<file path="src/include/mmu_pkg.sv">
// Shared constants and types for the memory paging unit.
package mmu_pkg;

    // =====================================================================
    // Widths and reset values
    // =====================================================================
    localparam int           PHYS_W       = 17;
    localparam int           CPU_W        = 16;
    localparam int           PAGE_W       = 3;
    localparam int           REGION_OFF_W = 14;
    localparam logic [7:0]   PAGE_RESET   = 8'h02;
    localparam logic [16:0]  PTR_RESET    = 17'h00000;

    // =====================================================================
    // Processor regions (three unpaged, one window), selected by the two top address bits
    // =====================================================================
    localparam logic [1:0]   REGION_RAM   = 2'h0;
    localparam logic [1:0]   REGION_LOW   = 2'h1;
    localparam logic [1:0]   REGION_WIN   = 2'h2;
    localparam logic [1:0]   REGION_HIGH  = 2'h3;
    localparam logic [2:0]   LOW_PAGE     = 3'h1;
    localparam logic [2:0]   HIGH_PAGE    = 3'h3;

    // =====================================================================
    // Pointer steps
    // =====================================================================
    localparam logic [7:0]   STEP_BYTE    = 8'h01;
    localparam logic [7:0]   STEP_WORD    = 8'h02;

    // =====================================================================
    // Register indices on the register port
    // =====================================================================
    typedef enum logic [2:0] {
        REG_PAGE_SELECT  = 3'h0,
        REG_PTR_HIGH     = 3'h1,
        REG_PTR_MID      = 3'h2,
        REG_PTR_LOW      = 3'h3,
        REG_BYTE_DATA    = 3'h4,
        REG_BYTE_AUTOINC = 3'h5,
        REG_WORD_AUTOINC = 3'h6,
        REG_OFFSET_ADD   = 3'h7
    } reg_sel_type;

endpackage

</file>
<file path="src/page_decoder.sv">
// Translation of a processor address into a physical memory address.
`timescale 1ns/1ps
module page_decoder
    import mmu_pkg::*;
(
    // Processor side
    input  wire logic [CPU_W-1:0]  cpu_addr,
    input  wire logic [PAGE_W-1:0] page,
    // Physical side
    output logic      [PHYS_W-1:0] phys_addr,
    output logic                   ram_sel
);

    // =====================================================================
    // Region decode
    // =====================================================================
    // Each region is 16 KB, so the page number simply sits above the offset.
    always_comb begin
        ram_sel   = 1'b0;
        phys_addr = {LOW_PAGE, cpu_addr[REGION_OFF_W-1:0]};
        unique case (cpu_addr[CPU_W-1 -: 2])
            REGION_RAM: begin
                // RAM wins this range; flash page 0 behind it is reached only linearly or through the window with page 0.
                ram_sel   = 1'b1;
                phys_addr = {3'h0, cpu_addr[REGION_OFF_W-1:0]};
            end
            REGION_LOW: begin
                phys_addr = {LOW_PAGE, cpu_addr[REGION_OFF_W-1:0]};  // see [RL4]
            end
            REGION_WIN: begin
                phys_addr = {page, cpu_addr[REGION_OFF_W-1:0]};  // see [RL1] see [RL3]
            end
            REGION_HIGH: begin
                phys_addr = {HIGH_PAGE, cpu_addr[REGION_OFF_W-1:0]};  // see [RL4]
            end
        endcase
    end

endmodule

</file>
<file path="src/pointer_step.sv">
// Signed byte step added to the linear pointer with full wrap.
`timescale 1ns/1ps
module pointer_step
    import mmu_pkg::*;
(
    // Operands
    input  wire logic [PHYS_W-1:0] ptr,
    input  wire logic [7:0]        step,
    // Result
    output logic      [PHYS_W-1:0] sum
);

    // =====================================================================
    // Adder
    // =====================================================================
    // Sign extension lets one adder serve increments and negative offsets.
    always_comb begin
        sum = ptr + {{(PHYS_W-8){step[7]}}, step};  // see [RL9] see [RL12]
    end

endmodule

</file>
<file path="src/memory_paging_unit.sv">
// Memory paging unit: page window, linear pointer and memory routing.
// What this block does
// [RL1] Window 0x8000-0xBFFF shows the selected page.
// [RL2] Page select: eight bits, three-bit page.
// [RL3] Window address is page times size plus offset.
// [RL4] Three unpaged regions: RAM, two flash.
// [RL5] Seventeen-bit pointer held in three byte registers.
// [RL6] Byte data register accesses byte at pointer.
// [RL7] Byte autoincrement accesses then adds one.
// [RL8] Word autoincrement moves two bytes, adds two.
// [RL9] Offset register adds signed byte to pointer.
// [RL10] Page select resets to page two.
// [RL11] Word: lower address byte in upper half.
// [RL12] Pointer arithmetic carries and wraps over 17 bits.
`timescale 1ns/1ps
module memory_paging_unit
    import mmu_pkg::*;
(
    // Clock and reset
    input  wire logic               clk,
    input  wire logic               rstn,
    // Register port
    input  wire logic [2:0]         reg_addr,
    input  wire logic [15:0]        reg_wdata,
    input  wire logic               reg_wr,
    input  wire logic               reg_rd,
    output logic      [15:0]        reg_rdata,
    // Processor memory bus
    input  wire logic [CPU_W-1:0]   core_addr,
    input  wire logic [7:0]         core_wdata,
    input  wire logic               core_wr,
    input  wire logic               core_rd,
    output logic                    core_ready,
    output logic      [7:0]         core_rdata,
    // Physical memory bus
    output logic      [PHYS_W-1:0]  mem_addr,
    output logic                    mem_ram,
    output logic                    mem_wide,
    output logic                    mem_wr,
    output logic                    mem_rd,
    output logic      [15:0]        mem_wdata,
    input  wire logic [15:0]        mem_rdata
);

    // =====================================================================
    // State
    // =====================================================================
    logic [PAGE_W-1:0] page_r, page_nxt;
    logic [PHYS_W-1:0] ptr_r, ptr_nxt;
    logic [15:0]       rdata_r, rdata_nxt;
    logic              mem_byte_r, mem_byte_nxt;
    logic              mem_word_r, mem_word_nxt;

    // =====================================================================
    // Access decode
    // =====================================================================
    reg_sel_type       sel;
    logic              reg_acc;
    logic              lin_acc;
    logic              step_acc;
    logic [7:0]        step;
    logic [PHYS_W-1:0] ptr_sum;
    logic [PHYS_W-1:0] core_phys;
    logic              core_ram;

    // Only the three data registers touch memory through the pointer.
    always_comb begin
        sel      = reg_sel_type'(reg_addr);
        reg_acc  = reg_rd | reg_wr;
        lin_acc  = reg_acc && (sel == REG_BYTE_DATA || sel == REG_BYTE_AUTOINC ||
                               sel == REG_WORD_AUTOINC);
        step_acc = reg_acc && (sel == REG_BYTE_AUTOINC || sel == REG_WORD_AUTOINC);
        if (sel == REG_WORD_AUTOINC) begin
            step = STEP_WORD;  // see [RL8]
        end else if (sel == REG_BYTE_AUTOINC) begin
            step = STEP_BYTE;  // see [RL7]
        end else begin
            step = reg_wdata[7:0];  // see [RL9]
        end
    end

    pointer_step u_step (
        .ptr  (ptr_r),
        .step (step),
        .sum  (ptr_sum)
    );

    page_decoder u_decode (
        .cpu_addr  (core_addr),
        .page      (page_r),
        .phys_addr (core_phys),
        .ram_sel   (core_ram)
    );

    // =====================================================================
    // Memory routing
    // =====================================================================
    // A linear register access owns the memory port for its cycle; the
    // processor bus is held off through core_ready rather than dropped.
    always_comb begin
        core_ready = ~lin_acc;
        if (lin_acc) begin
            mem_addr  = ptr_r;  // see [RL6]
            mem_ram   = 1'b0;
            mem_wide  = (sel == REG_WORD_AUTOINC);  // see [RL8]
            mem_wr    = reg_wr;
            mem_rd    = reg_rd;
            // Wide data goes out big-endian, a byte sits in the upper lane.
            mem_wdata = mem_wide ? reg_wdata : {reg_wdata[7:0], 8'h00};  // see [RL11]
        end else begin
            mem_addr  = core_phys;  // see [RL1]
            mem_ram   = core_ram;  // see [RL4]
            mem_wide  = 1'b0;
            mem_wr    = core_wr;
            mem_rd    = core_rd;
            mem_wdata = {core_wdata, 8'h00};
        end
    end

    // =====================================================================
    // Register next state
    // =====================================================================
    always_comb begin
        page_nxt     = page_r;
        ptr_nxt      = ptr_r;
        rdata_nxt    = 16'h0000;
        mem_byte_nxt = 1'b0;
        mem_word_nxt = 1'b0;
        if (reg_wr) begin
            unique case (sel)
                REG_PAGE_SELECT:  page_nxt = reg_wdata[PAGE_W-1:0];  // see [RL2]
                REG_PTR_HIGH:     ptr_nxt[16] = reg_wdata[0];  // see [RL5]
                REG_PTR_MID:      ptr_nxt[15:8] = reg_wdata[7:0];  // see [RL5]
                REG_PTR_LOW:      ptr_nxt[7:0] = reg_wdata[7:0];  // see [RL5]
                REG_OFFSET_ADD:   ptr_nxt = ptr_sum;  // see [RL9]
                REG_BYTE_DATA,
                REG_BYTE_AUTOINC,
                REG_WORD_AUTOINC: ptr_nxt = ptr_r;
            endcase
        end
        if (step_acc) begin
            ptr_nxt = ptr_sum;  // see [RL7] see [RL8] see [RL12]
        end
        if (reg_rd) begin
            unique case (sel)
                REG_PAGE_SELECT:  rdata_nxt = {13'h0, page_r};  // see [RL2]
                REG_PTR_HIGH:     rdata_nxt = {15'h0, ptr_r[16]};  // see [RL5]
                REG_PTR_MID:      rdata_nxt = {8'h00, ptr_r[15:8]};
                REG_PTR_LOW:      rdata_nxt = {8'h00, ptr_r[7:0]};
                REG_BYTE_DATA,
                REG_BYTE_AUTOINC: mem_byte_nxt = 1'b1;  // see [RL6]
                REG_WORD_AUTOINC: mem_word_nxt = 1'b1;
                REG_OFFSET_ADD:   rdata_nxt = 16'h0000;
            endcase
        end
    end

    // Page select comes up on page two so pages one to three run contiguous.
    always_ff @(posedge clk or negedge rstn) begin
        if (!rstn) begin
            page_r     <= PAGE_RESET[PAGE_W-1:0];  // see [RL10]
            ptr_r      <= PTR_RESET;
            rdata_r    <= 16'h0000;
            mem_byte_r <= 1'b0;
            mem_word_r <= 1'b0;
        end else begin
            page_r     <= page_nxt;
            ptr_r      <= ptr_nxt;
            rdata_r    <= rdata_nxt;
            mem_byte_r <= mem_byte_nxt;
            mem_word_r <= mem_word_nxt;
        end
    end

    // =====================================================================
    // Read data
    // =====================================================================
    // Memory data passes straight through: registering it would push the
    // answer past the single cycle that the register port allows.
    always_comb begin
        if (mem_word_r) begin
            reg_rdata = mem_rdata;  // see [RL11]
        end else if (mem_byte_r) begin
            reg_rdata = {8'h00, mem_rdata[15:8]};  // see [RL6]
        end else begin
            reg_rdata = rdata_r;
        end
        core_rdata = mem_rdata[15:8];
    end
endmodule

</file>
<file path="config.mk">
export PLATFORM = sky130hd
export DESIGN_NAME = memory_paging_unit
export DESIGN_NICKNAME = d
export VERILOG_FILES = /design/src/include/mmu_pkg.sv /design/src/page_decoder.sv /design/src/pointer_step.sv /design/src/memory_paging_unit.sv
export SDC_FILE = /design/constraint.sdc
export NUM_CORES = 1
export LEC_CHECK = 0
export ABC_CLOCK_PERIOD_IN_PS = 5200
export BUFFER_PORTS_ARGS = -buffer_cell sky130_fd_sc_hd__buf_4
export CORE_UTILIZATION = 43
export DETAILED_ROUTE_END_ITERATION = 6
export PLACE_DENSITY = 0.72
export SYNTH_ARGS = -nofsm -noshare
export SYNTH_HDL_FRONTEND = slang
export SYNTH_HIERARCHICAL = 1
export SYNTH_SLANG_ARGS = --single-unit
export TNS_END_PERCENT = 10
</file>
<file path="constraint.sdc">
create_clock -name clk -period 5.2 [get_ports clk]
set_input_delay 0.26 -clock clk [delete_from_list [all_inputs] [get_ports clk]]
set_output_delay 0.26 -clock clk [all_outputs]
set_load 0.05 [all_outputs]
</file>
==> results.md, run 1 <==
* Status: finished clean
* Yosys reg bits at 30
* Post-place setup slack at 1.84 ns
* EDFF count, synth at 0
* Setup violators final at 0
* Nets at 544
* All-Layer GR Usage at 23.2%
* Synth async-reset ratio at 100%
* Cts bufs inserted at 5
* Top cells by count, synth: 32 x mux2i_1, 32 x nand2_1, 29 x dfrtp_1
* Leak at 2.03 nW
* Final min period at 3.12 ns
* Die height at 89.3 um
* Die ar. at 7970 um2
* H-Tree Level Count at 2
* Clock transition at path regs at 0.07 ns
* Input/output buffers at 126
* Top cells by area, synth: dfrtp_1 22%, mux2i_1 9.8%, mux2_2 9.3%, ha_1 6.1%, buf_4 6.0%
* Least-Margin Pin Slew at 0.934 ns
* Setup repair bufs after CTS at 0
* Fin. max-slew vios at 0
* Number of inserted diodes at 0
* Syn_nets at 453
* DRC Markers at 0
* Worst-Skew Late Latency at 0.28 ns
* WP data arrival at 3.28 ns
* PD cells at 340 nW/um2
* CTS root buf: clkbuf_8
* Layout cell share with drive strength beyond 1 at 37.8%
* Post-Syn Area at 3280 um2
* # IOs at 127
* Die X at 89.3 um
* Final GP Congestion at 0.977
* Yosys top cell by area: dfrtp_1
* Maximum vdd ir drop at 0.171 mV
* Total global routing overflow at 0
* Relative slew slack at 37.7%
* Site Rows at 31
* Hold/Removal Path Class: in -> reg
* Vias in the first global route at 2,769
* Yosys warns at 6
* Share of the synthesized area in the top cell type at 22.1%
* M3 GR Usage at 4.16%
* Fmax at 321 MHz
* Required time worst endpoint at 5.37 ns
* Final WS setup at 2.08 ns
* First-pass GRT wire length at 13.9 mm
* Post-route clock period utilization at 59.9%
* Detail Placement HPWL at 7.21 mm
* Post-synth top flop: dfrtp_1
* Met1 Use GR at 30.2%
* Crit-path max FO at 21
* CTS max path bufs at 2
* Most Used Layer, Global Route: met2
* Layout Skew at 0.00853 ns
* Synth Area per Inst at 8.83 um2
* Final Non-Filler Cells at 562
* RSZ-0062 raised after global routing: no
* Detailed router's first-iteration violation count at 222
* Pin count of the biggest net entering global routing at 31
* GR Util met2 at 39.7%
* Area Growth Syn to Fin at 26.0%
* Synth cell types at 62
* Fill cell count at 641
* Core area at 7290 um2
* Setup Total Neg Slack at 0 ns
* Final ANT Viol Nets at 0
* Sequential area share after synthesis at 22.9%
* Critical path class: in -> reg
* Placed cell count at 553
* CP endpoint kind: flop
* CTS tree: done
* Final hold vios at 0
* Vias/cell at 5.49
* Antenna violations before repair at 0
* Initial Utilization at 44.9%
* Avg WL per Cell at 16.3 um
* DR pass1 iterations at 4
* Maxcap violations at 0
* Vias at 3,087
* Mapped Cells at 371
* Sinks on Clock Net at 30
* Crit path launch type: primary input
* Routed Wire Length at 9.18 mm
==> layout make-up <==
type | count | area (um2) | area share, %
multi-input combinational | 289 | 2160 | 52.4
sequential | 30 | 752 | 18.2
clock inverter | 2 | 12.5 | 0.303
tap | 99 | 124 | 3.00
clock buffer | 6 | 82.6 | 2.00
timing repair buffer | 128 | 963 | 23.3
inverter | 8 | 30.0 | 0.727
==> stage by stage <==
| stage | hold WS (ns) | utilization, % | instance area [um2] | total power [mW] |
|---|---|---|---|---|
| 2_1_floorplan | -0.0356 | - | 3280 | 1.01 |
| 3_3_place_gp | 0.209 | 55.2 | 4020 | 1.19 |
| 3_5_place_dp | 0.215 | 55.2 | 4020 | 1.20 |
| 4_1_cts | 0.291 | 56.6 | 4130 | 1.40 |
| 5_1_grt | 0.289 | 56.6 | 4130 | 1.49 |
| 6_report | 0.296 | 56.6 | 4130 | 1.40 |
==> cells in the final DEF (no fill, tap or decap), types with 6 or more instances in the layout <==
master and count:
o21ai_0 25, inv_1 8, mux2i_1 32, dfrtp_1 29
xor2_1 7, nor2_1 26, buf_4 127, clkbuf_8 6
ha_1 16, a21oi_1 19, xnor2_1 7, and2_1 23
nand2_1 32, mux2_2 27
==> registers in the layout, summed over array words and instances, names as in the netlist <==
register,count
ptr_r,17
rdata_r,8
page_r,3
mem_byte_r,1
mem_word_r,1
==> worst max-delay path, stage by stage <==
cell      delay (ns)
buf_4           0.24
xor2_1          0.27
nand2_1         0.16
and2_1          0.35
ha_1            0.49
a21oi_1         0.22
o21ai_0         0.16
a221oi_1        0.31
o31ai_1         0.15
xnor2_1         0.15
mux2_4          0.27
mux2_2          0.25
==> routing by layer <==
layer	routed length, um	up-vias
met2	4580	126
met4	78	0
li1	-	1496
met1	3980	1457
met3	545	8
met5	0	-
==> power breakdown <==
part	switching, mW	internal [mW]
Clock	0.0933	0.106
Sequential	0.0767	0.286
Combinational	0.490	0.352
==> final timing paths <==
check                                      from                     to  slack [ns]  cells after the start
setup / recovery                    reg_addr[0]  ptr_r[16]$_DFFE_PN0P_        2.08                     12
hold / removal                     reg_wdata[2]  page_r[2]$_DFFE_PN0P_        0.30                      2
setup reg to reg           ptr_r[0]$_DFFE_PN0P_  ptr_r[16]$_DFFE_PN0P_        2.34                      9
hold reg to reg            ptr_r[3]$_DFFE_PN0P_   ptr_r[3]$_DFFE_PN0P_        0.57                      2
max in group asynchronous                  rstn  page_r[1]$_DFFE_PN1P_        4.42                      2
min in group asynchronous                  rstn   mem_byte_r$_DFF_PN0_        0.46                      2
==> cells by family (layout without fill, tap and decap cells) <==
family	after synthesis	count (layout)	synth area share, %
buffers and inverters	52	144	11.0
muxes	61	61	20.2
DFF	30	30	22.9
adders and majority gates	18	18	7.03
and+or+nand+nor	111	111	17.6
AOI/OAI and AO/OA	85	85	17.5
xor gates and xnor gates	14	14	3.74
==> repair_timing <==
action,CTS,global route
endpoints found under the hold margin,29,0
gates resized for setup,0,0
hold buffers,1,0
Power figures use the tool's default switching activity.
==> inputs of run 2 (changes only) <==
--- a/config.mk
+++ b/config.mk
@@ -5,11 +5,11 @@
 export SDC_FILE = /design/constraint.sdc
 export NUM_CORES = 1
 export LEC_CHECK = 0
-export ABC_CLOCK_PERIOD_IN_PS = 5200
+export ABC_CLOCK_PERIOD_IN_PS = 2800
 export BUFFER_PORTS_ARGS = -buffer_cell sky130_fd_sc_hd__buf_4
 export CORE_UTILIZATION = 43
 export DETAILED_ROUTE_END_ITERATION = 6
-export PLACE_DENSITY = 0.72
+export PLACE_DENSITY = 0.75
 export SYNTH_ARGS = -nofsm -noshare
 export SYNTH_HDL_FRONTEND = slang
 export SYNTH_HIERARCHICAL = 1
==> constraint.sdc (replaced) <==
create_clock -name clk -period 2.8 [get_ports clk]
set_input_delay 0.14 -clock clk [delete_from_list [all_inputs] [get_ports clk]]
set_output_delay 0.14 -clock clk [all_outputs]
set_load 0.05 [all_outputs]
==> results.md, run 2 (synthesis gave the netlist of run 1 again) <==
* Status: finished clean
* Maxcap violations at 0 (unchanged)
* Core area at 7290 um2 (unchanged)
* Hold/Removal Path Class: in -> reg
* CP endpoint kind: flop
* Detailed router's first-iteration violation count at 190 (-14%)
* Antenna violations before repair at 0 (unchanged)
* R2r setup slk at 0.15 ns (-2.19 ns)
* Final hold vios at 0 (unchanged)
* Combinational Power Share at 63.0% (+3.0 points)
* PD cells at 639 nW/um2 (+88%)
* Placed cell count at 589 (+6.5%)
* Worst reg2reg path depth at 10 (+1)
* Die height at 89.3 um (unchanged)
* Detail Placement HPWL at 7.69 mm (+6.6%)
* Fin. max-slew vios at 0 (unchanged)
* Sinks on Clock Net at 30 (unchanged)
* Leak at 2.21 nW (+8.8%)
* Hold Crit Endpoint: mem_byte_r$_DFF_PN0_
* Setup violators final at 0 (unchanged)
* Fill cell count at 639 (-0.31%)
* RSZ-0062 raised after global routing: no
* Vias at 3,294 (+6.7%)
* Sw Ratio at 45.6% (-1.4 points)
* Final instance area at 4410 um2 (+6.7%)
* Crit path launch type: primary input
* Fmax at 378 MHz
* Worst hold path depth at 2 (unchanged)
* Registers with the most flip-flops: ptr_r (17), rdata_r (8), page_r (3)
* Final min period at 2.65 ns
* Initial Utilization at 44.9% (unchanged)
* DRC Markers at 0 (unchanged)
* Worst-Skew Late Latency at 0.29 ns (about the same)
* Crit-path max FO at 9 (-57%)
* Clock power share at 13.1% (-1.1 points)
* Post-place setup slack at -0.105 ns (-1.94 ns)
* Post-CTS resize count at 0 (unchanged)
* Final ANT Viol Nets at 0 (unchanged)
* Cell Int Power at 1.53 mW (+110%)
* Die ar. at 7970 um2 (unchanged)
* Critical path class: in -> reg
* Site Rows at 31 (unchanged)
* Input/output buffers at 126 (unchanged)
* Most frequent cells in the layout: 163 x buf_4, 32 x nand2_1, 32 x mux2i_1
* Clock transition at path regs at 0.07 ns (about the same)
* CTS root buf: clkbuf_8
* All-Layer GR Usage at 24.3% (+1.2 points)
* Biggest register: ptr_r
* CTS tree: done
* Routed Wire Length at 9.59 mm (+4.4%)
* H-Tree Level Count at 2 (unchanged)
* Area Growth Syn to Fin at 34.4%
* Final GP Congestion at 0.982 (+0.51%)
* # IOs at 127 (unchanged)
* Min-delay src: reg_addr[2]
* Required time worst endpoint at 2.95 ns (-2.42 ns)
* Net Switching at 1.28 mW (+95%)
* Capturing point of the worst reg2reg path: ptr_r[14]$_DFFE_PN0P_
* Setup repair bufs after CTS at 0 (unchanged)
* Reg-to-reg startpoint: ptr_r[0]$_DFFE_PN0P_
* Vias/cell at 5.51 (+0.28%)
* Nets at 580 (+6.6%)
* Die X at 89.3 um (unchanged)
* WP data arrival at 2.80 ns (-0.48 ns)
* Layout cell share with drive strength beyond 1 at 42.7% (+4.9 points)
* Least-Margin Pin Slew at 0.957 ns (+0.0230 ns)
* First-pass GRT wire length at 14.6 mm (+5.1%)
* Avg WL per Cell at 16.0 um (-1.9%)
* Total global routing overflow at 0 (unchanged)
* Vias in the first global route at 2,926 (+5.7%)
* Cts bufs inserted at 5 (unchanged)
* Maximum vdd ir drop at 0.310 mV (+82%)
* Relative slew slack at 35.8% (-2.0 points)
* Final Non-Filler Cells at 598 (+6.4%)
* Commonest non-fill, non-tap cell in the layout: buf_4
* DR pass1 iterations at 5 (+1)
* Layout Skew at 0.0113 ns (+0.00279 ns)
* Max reg flops at 17 (unchanged)
* Final WS setup at 0.152 ns (-1.93 ns)
* CTS max path bufs at 2 (unchanged)
* Number of inserted diodes at 0 (unchanged)
* Seq pwr share at 23.8% (-2.0 points)
* Pin count of the biggest net entering global routing at 31 (unchanged)
* Area post-placement at 4300 um2 (+7.0%)
* Post-route clock period utilization at 94.6%
==> run 2: how the worst max path moves through the flow <==
stage	startpoint	end	slack [ns]	cells past startpoint
4_1_cts	reg_addr[0]	ptr_r[15]$_DFFE_PN0P_	0.18	12
3_5_place_dp	reg_addr[0]	ptr_r[15]$_DFFE_PN0P_	-0.10	12
5_1_grt	reg_addr[0]	ptr_r[15]$_DFFE_PN0P_	0.004	12
2_1_floorplan	reg_addr[0]	ptr_r[16]$_DFFE_PN0P_	0.009	13
3_3_place_gp	reg_addr[0]	ptr_r[15]$_DFFE_PN0P_	-0.04	12
6_report	reg_addr[0]	ptr_r[15]$_DFFE_PN0P_	0.15	12
==> run 2: power groups by stage <==
stage          logic, mW  registers (mW)  clock network (mW)
5_1_grt             1.92           0.684               0.398
3_3_place_gp        1.73           0.676                   0
6_report            1.78           0.672               0.369
2_1_floorplan       1.28           0.607                   0
3_5_place_dp        1.76           0.677                   0
4_1_cts             1.77           0.669               0.375
==> run 2: metrics by stage <==
step           setup TNS (ns)  hold WS [ns]  util, %  power, mW
2_1_floorplan               0        -0.156        -       1.89
3_3_place_gp          -0.0357        0.0844     59.0       2.41
3_5_place_dp           -0.211        0.0904     59.0       2.43
4_1_cts                     0         0.141     60.4       2.81
5_1_grt                     0         0.147     60.4       3.00
6_report                    0         0.142     60.4       2.82
==> run 2: per-layer routing <==
layer | routed length [um] | up-vias | GRT usage [%]
li1 | - | 1569 | -
met1 | 4070 | 1544 | 30.9
met2 | 4730 | 166 | 42.5
met3 | 670 | 15 | 3.69
met4 | 110 | 0 | 7.65
met5 | 0 | - | 0
==> run 2: cell type report <==
class / instances / area [um2] / share of cell area, %
multi-input combinational: 289 / 2170 / 49.4
timing repair buffer: 164 / 1230 / 28.0
sequential: 30 / 752 / 17.1
tap: 99 / 124 / 2.81
clock buffer: 7 / 86.3 / 1.96
inverter: 8 / 30.0 / 0.682
clock inverter: 1 / 5.00 / 0.114
==> run 2: critical path, stage by stage <==
cell	delay [ns]
buf_4	0.14
xor2_1	0.26
nand2_1	0.20
and2_4	0.25
ha_1	0.37
and3_4	0.21
a221oi_2	0.25
o21ai_1	0.12
or4_1	0.47
and4_1	0.20
mux2i_1	0.12
a21oi_1	0.08
==> run 2: repair_timing <==
| action | in CTS | in global routing |
|---|---|---|
| setup endpoints to repair | 0 | 0 |
| endpoints found under the hold margin | 29 | 0 |
| hold buffers | 1 | 0 |
==> inputs of run 3 (changes only) <==
--- a/config.mk
+++ b/config.mk
@@ -7,9 +7,11 @@
 export LEC_CHECK = 0
 export ABC_CLOCK_PERIOD_IN_PS = 2800
 export BUFFER_PORTS_ARGS = -buffer_cell sky130_fd_sc_hd__buf_4
-export CORE_UTILIZATION = 43
+export CELL_PAD_IN_SITES_DETAIL_PLACEMENT = 2
+export CELL_PAD_IN_SITES_GLOBAL_PLACEMENT = 2
+export CORE_UTILIZATION = 26
 export DETAILED_ROUTE_END_ITERATION = 6
-export PLACE_DENSITY = 0.75
+export PLACE_DENSITY = 0.79
 export SYNTH_ARGS = -nofsm -noshare
 export SYNTH_HDL_FRONTEND = slang
 export SYNTH_HIERARCHICAL = 1
==> results.md, run 3 (synthesis gave the netlist of run 1 again) <==
* Status: finished clean
* Clock power share at 17.1% (+4.0 points)
* Multi-input combinational cell area at 2210 um2 (+1.6%)
* Die height at 114 um (+28%)
* Required time worst endpoint at 2.94 ns (about the same)
* Combinational Power Share at 61.4% (-1.6 points)
* Final WS setup at 0.124 ns (-0.0276 ns)
* CP endpoint kind: flop
* Maximum vdd ir drop at 0.301 mV (-2.9%)
* WP data arrival at 2.81 ns (about the same)
* Area Growth Syn to Fin at 42.7%
* Layout cell share with drive strength beyond 1 at 45.0% (+2.3 points)
* CTS max path bufs at 2 (unchanged)
* Setup violators final at 0 (unchanged)
* Cts bufs inserted at 5 (unchanged)
* Met1 Use GR at 23.5% (-7.3 points)
* GR Util met2 at 38.4% (-4.1 points)
* Input/output buffers at 126 (unchanged)
* Commonest non-fill, non-tap cell in the layout: buf_4
* Sinks on Clock Net at 30 (unchanged)
* Die X at 114 um (+28%)
* Post-place setup slack at -0.252 ns (-0.147 ns)
* H-Tree Level Count at 2 (unchanged)
* # IOs at 127 (unchanged)
* Detailed router's first-iteration violation count at 110 (-42%)
* Total global routing overflow at 0 (unchanged)
* Clock transition at path regs at 0.06 ns (about the same)
* CTS tree: done
* Relative slew slack at 37.6% (+1.8 points)
* Leak at 2.29 nW (+4.0%)
* Antenna violations before repair at 0 (unchanged)
* Register area at 752 um2 (unchanged)
* Worst hold margin at 0.197 ns (+0.0549 ns)
* Hold/Removal Path Class: in -> reg
* First-pass GRT wire length at 20.2 mm (+38%)
* Sw Ratio at 45.3% (-0.29 points)
* Registers with the most flip-flops: ptr_r (17), rdata_r (8), page_r (3)
* Fmax at 374 MHz (-1.0%)
* Most Used Layer, Global Route: met2
* Critical path class: in -> reg
* Detail Placement HPWL at 10.8 mm (+40%)
* PD cells at 688 nW/um2 (+7.6%)
* Fill cell count at 1,366 (+110%)
* Final GP Congestion at 0.899 (-8.5%)
* Vias at 3,400 (+3.2%)
* Final ANT Viol Nets at 0 (unchanged)
* Total Power at 3.22 mW (+14%)
* M3 GR Usage at 2.91% (-0.78 points)
* Initial Utilization at 26.9% (-18 points)
* Setup Total Neg Slack at 0 ns (unchanged)
* Maxcap violations at 0 (unchanged)
* Final min period at 2.68 ns (+0.0276 ns)
* Post-route clock period utilization at 95.6% (+0.99 points)
* Avg WL per Cell at 19.6 um (+22%)
* Vias/cell at 5.01 (-9.1%)
* Biggest register: ptr_r
* Least-Margin Pin Slew at 0.930 ns (-0.0272 ns)
* Layout Skew at 0.00664 ns (-0.00469 ns)
* Crit-path max FO at 8 (-1)
* Final hold vios at 0 (unchanged)
* Pin count of the biggest net entering global routing at 31 (unchanged)
* Vias in the first global route at 3,679 (+26%)
* Fin. max-slew vios at 0 (unchanged)
* Crit path launch type: primary input
* Final core utilization at 38.4% (-22 points)
* Core area at 12,200 um2 (+67%)
* Routed Wire Length at 13.3 mm (+39%)
* Net Switching at 1.46 mW (+13%)
* Site Rows at 40 (+29%)
* Max reg flops at 17 (unchanged)
* All-Layer GR Usage at 20.2% (-4.2 points)
* Die ar. at 13,100 um2 (+64%)
* CTS root buf: clkbuf_16
* DR pass1 iterations at 4 (-1)
* Nets at 592 (+2.1%)
* Most frequent cells in the layout: 175 x buf_4, 32 x mux2i_1, 31 x nand2_1
* Number of inserted diodes at 0 (unchanged)
* DRC Markers at 0 (unchanged)
* Seq pwr share at 21.5% (-2.3 points)
* Worst-Skew Late Latency at 0.28 ns (about the same)
* Cell Int Power at 1.76 mW (+15%)
## run 3: cell type report
type	count	area share [%]
clock buffer	6	2.97
clock inverter	2	0.268
inverter	8	0.642
multi-input combinational	289	47.2
sequential	30	16.1
tap	168	4.50
timing repair buffer	176	28.3
## run 3: final timing paths
kind	to	slack, ns	startpoint	depth (start not counted)
worst max-delay path	ptr_r[15]$_DFFE_PN0P_	0.12	reg_addr[1]	12
worst min-delay path	mem_word_r$_DFF_PN0_	0.20	reg_rd	2
worst max register to register	ptr_r[16]$_DFFE_PN0P_	0.14	ptr_r[0]$_DFFE_PN0P_	9
worst min register to register	page_r[2]$_DFFE_PN0P_	0.56	page_r[2]$_DFFE_PN0P_	1
max in group asynchronous	page_r[1]$_DFFE_PN1P_	2.13	rstn	2
min in group asynchronous	ptr_r[15]$_DFFE_PN0P_	0.35	rstn	2
## run 3: routing by layer
layer	part of all wire, %	vias to the layer above
met4	1.4	0
li1	-	1596
met5	0	-
met1	42	1683
met2	52	106
met3	4.4	15
## run 3: timing repair
| item | 4_1_cts | 5_1_grt |
|---|---|---|
| resized for setup | 0 | 6 |
| hold buffers | 1 | 0 |
| endpoints found under the setup margin | 0 | 5 |
| hold endpoints to repair | 29 | 0 |
| setup buffers | 0 | 0 |
## run 3: through the flow
stage / instances / cell area [um2]
after floorplan: 371 / 3290
after global placement: 670 / 4480
after detailed placement: 670 / 4480
after CTS: 679 / 4640
after global routing: 679 / 4680
final: 679 / 4680
## run 3: critical path, stage by stage
cell      delay, ns
buf_4          0.12
xor2_2         0.27
nand2_2        0.16
and2_4         0.23
ha_1           0.39
and3_4         0.22
a221oi_2       0.27
o21ai_1        0.12
or4_1          0.48
and4_1         0.21
mux2i_1        0.12
a21oi_1        0.08
## run 3: power by group through the flow
stage | Sequential [mW] | Clock [mW] | Combinational, mW
6_report | 0.692 | 0.551 | 1.97
5_1_grt | 0.700 | 0.570 | 2.11
4_1_cts | 0.688 | 0.561 | 1.95
3_5_place_dp | 0.691 | 0 | 1.93
3_3_place_gp | 0.685 | 0 | 1.83
2_1_floorplan | 0.607 | 0 | 1.28
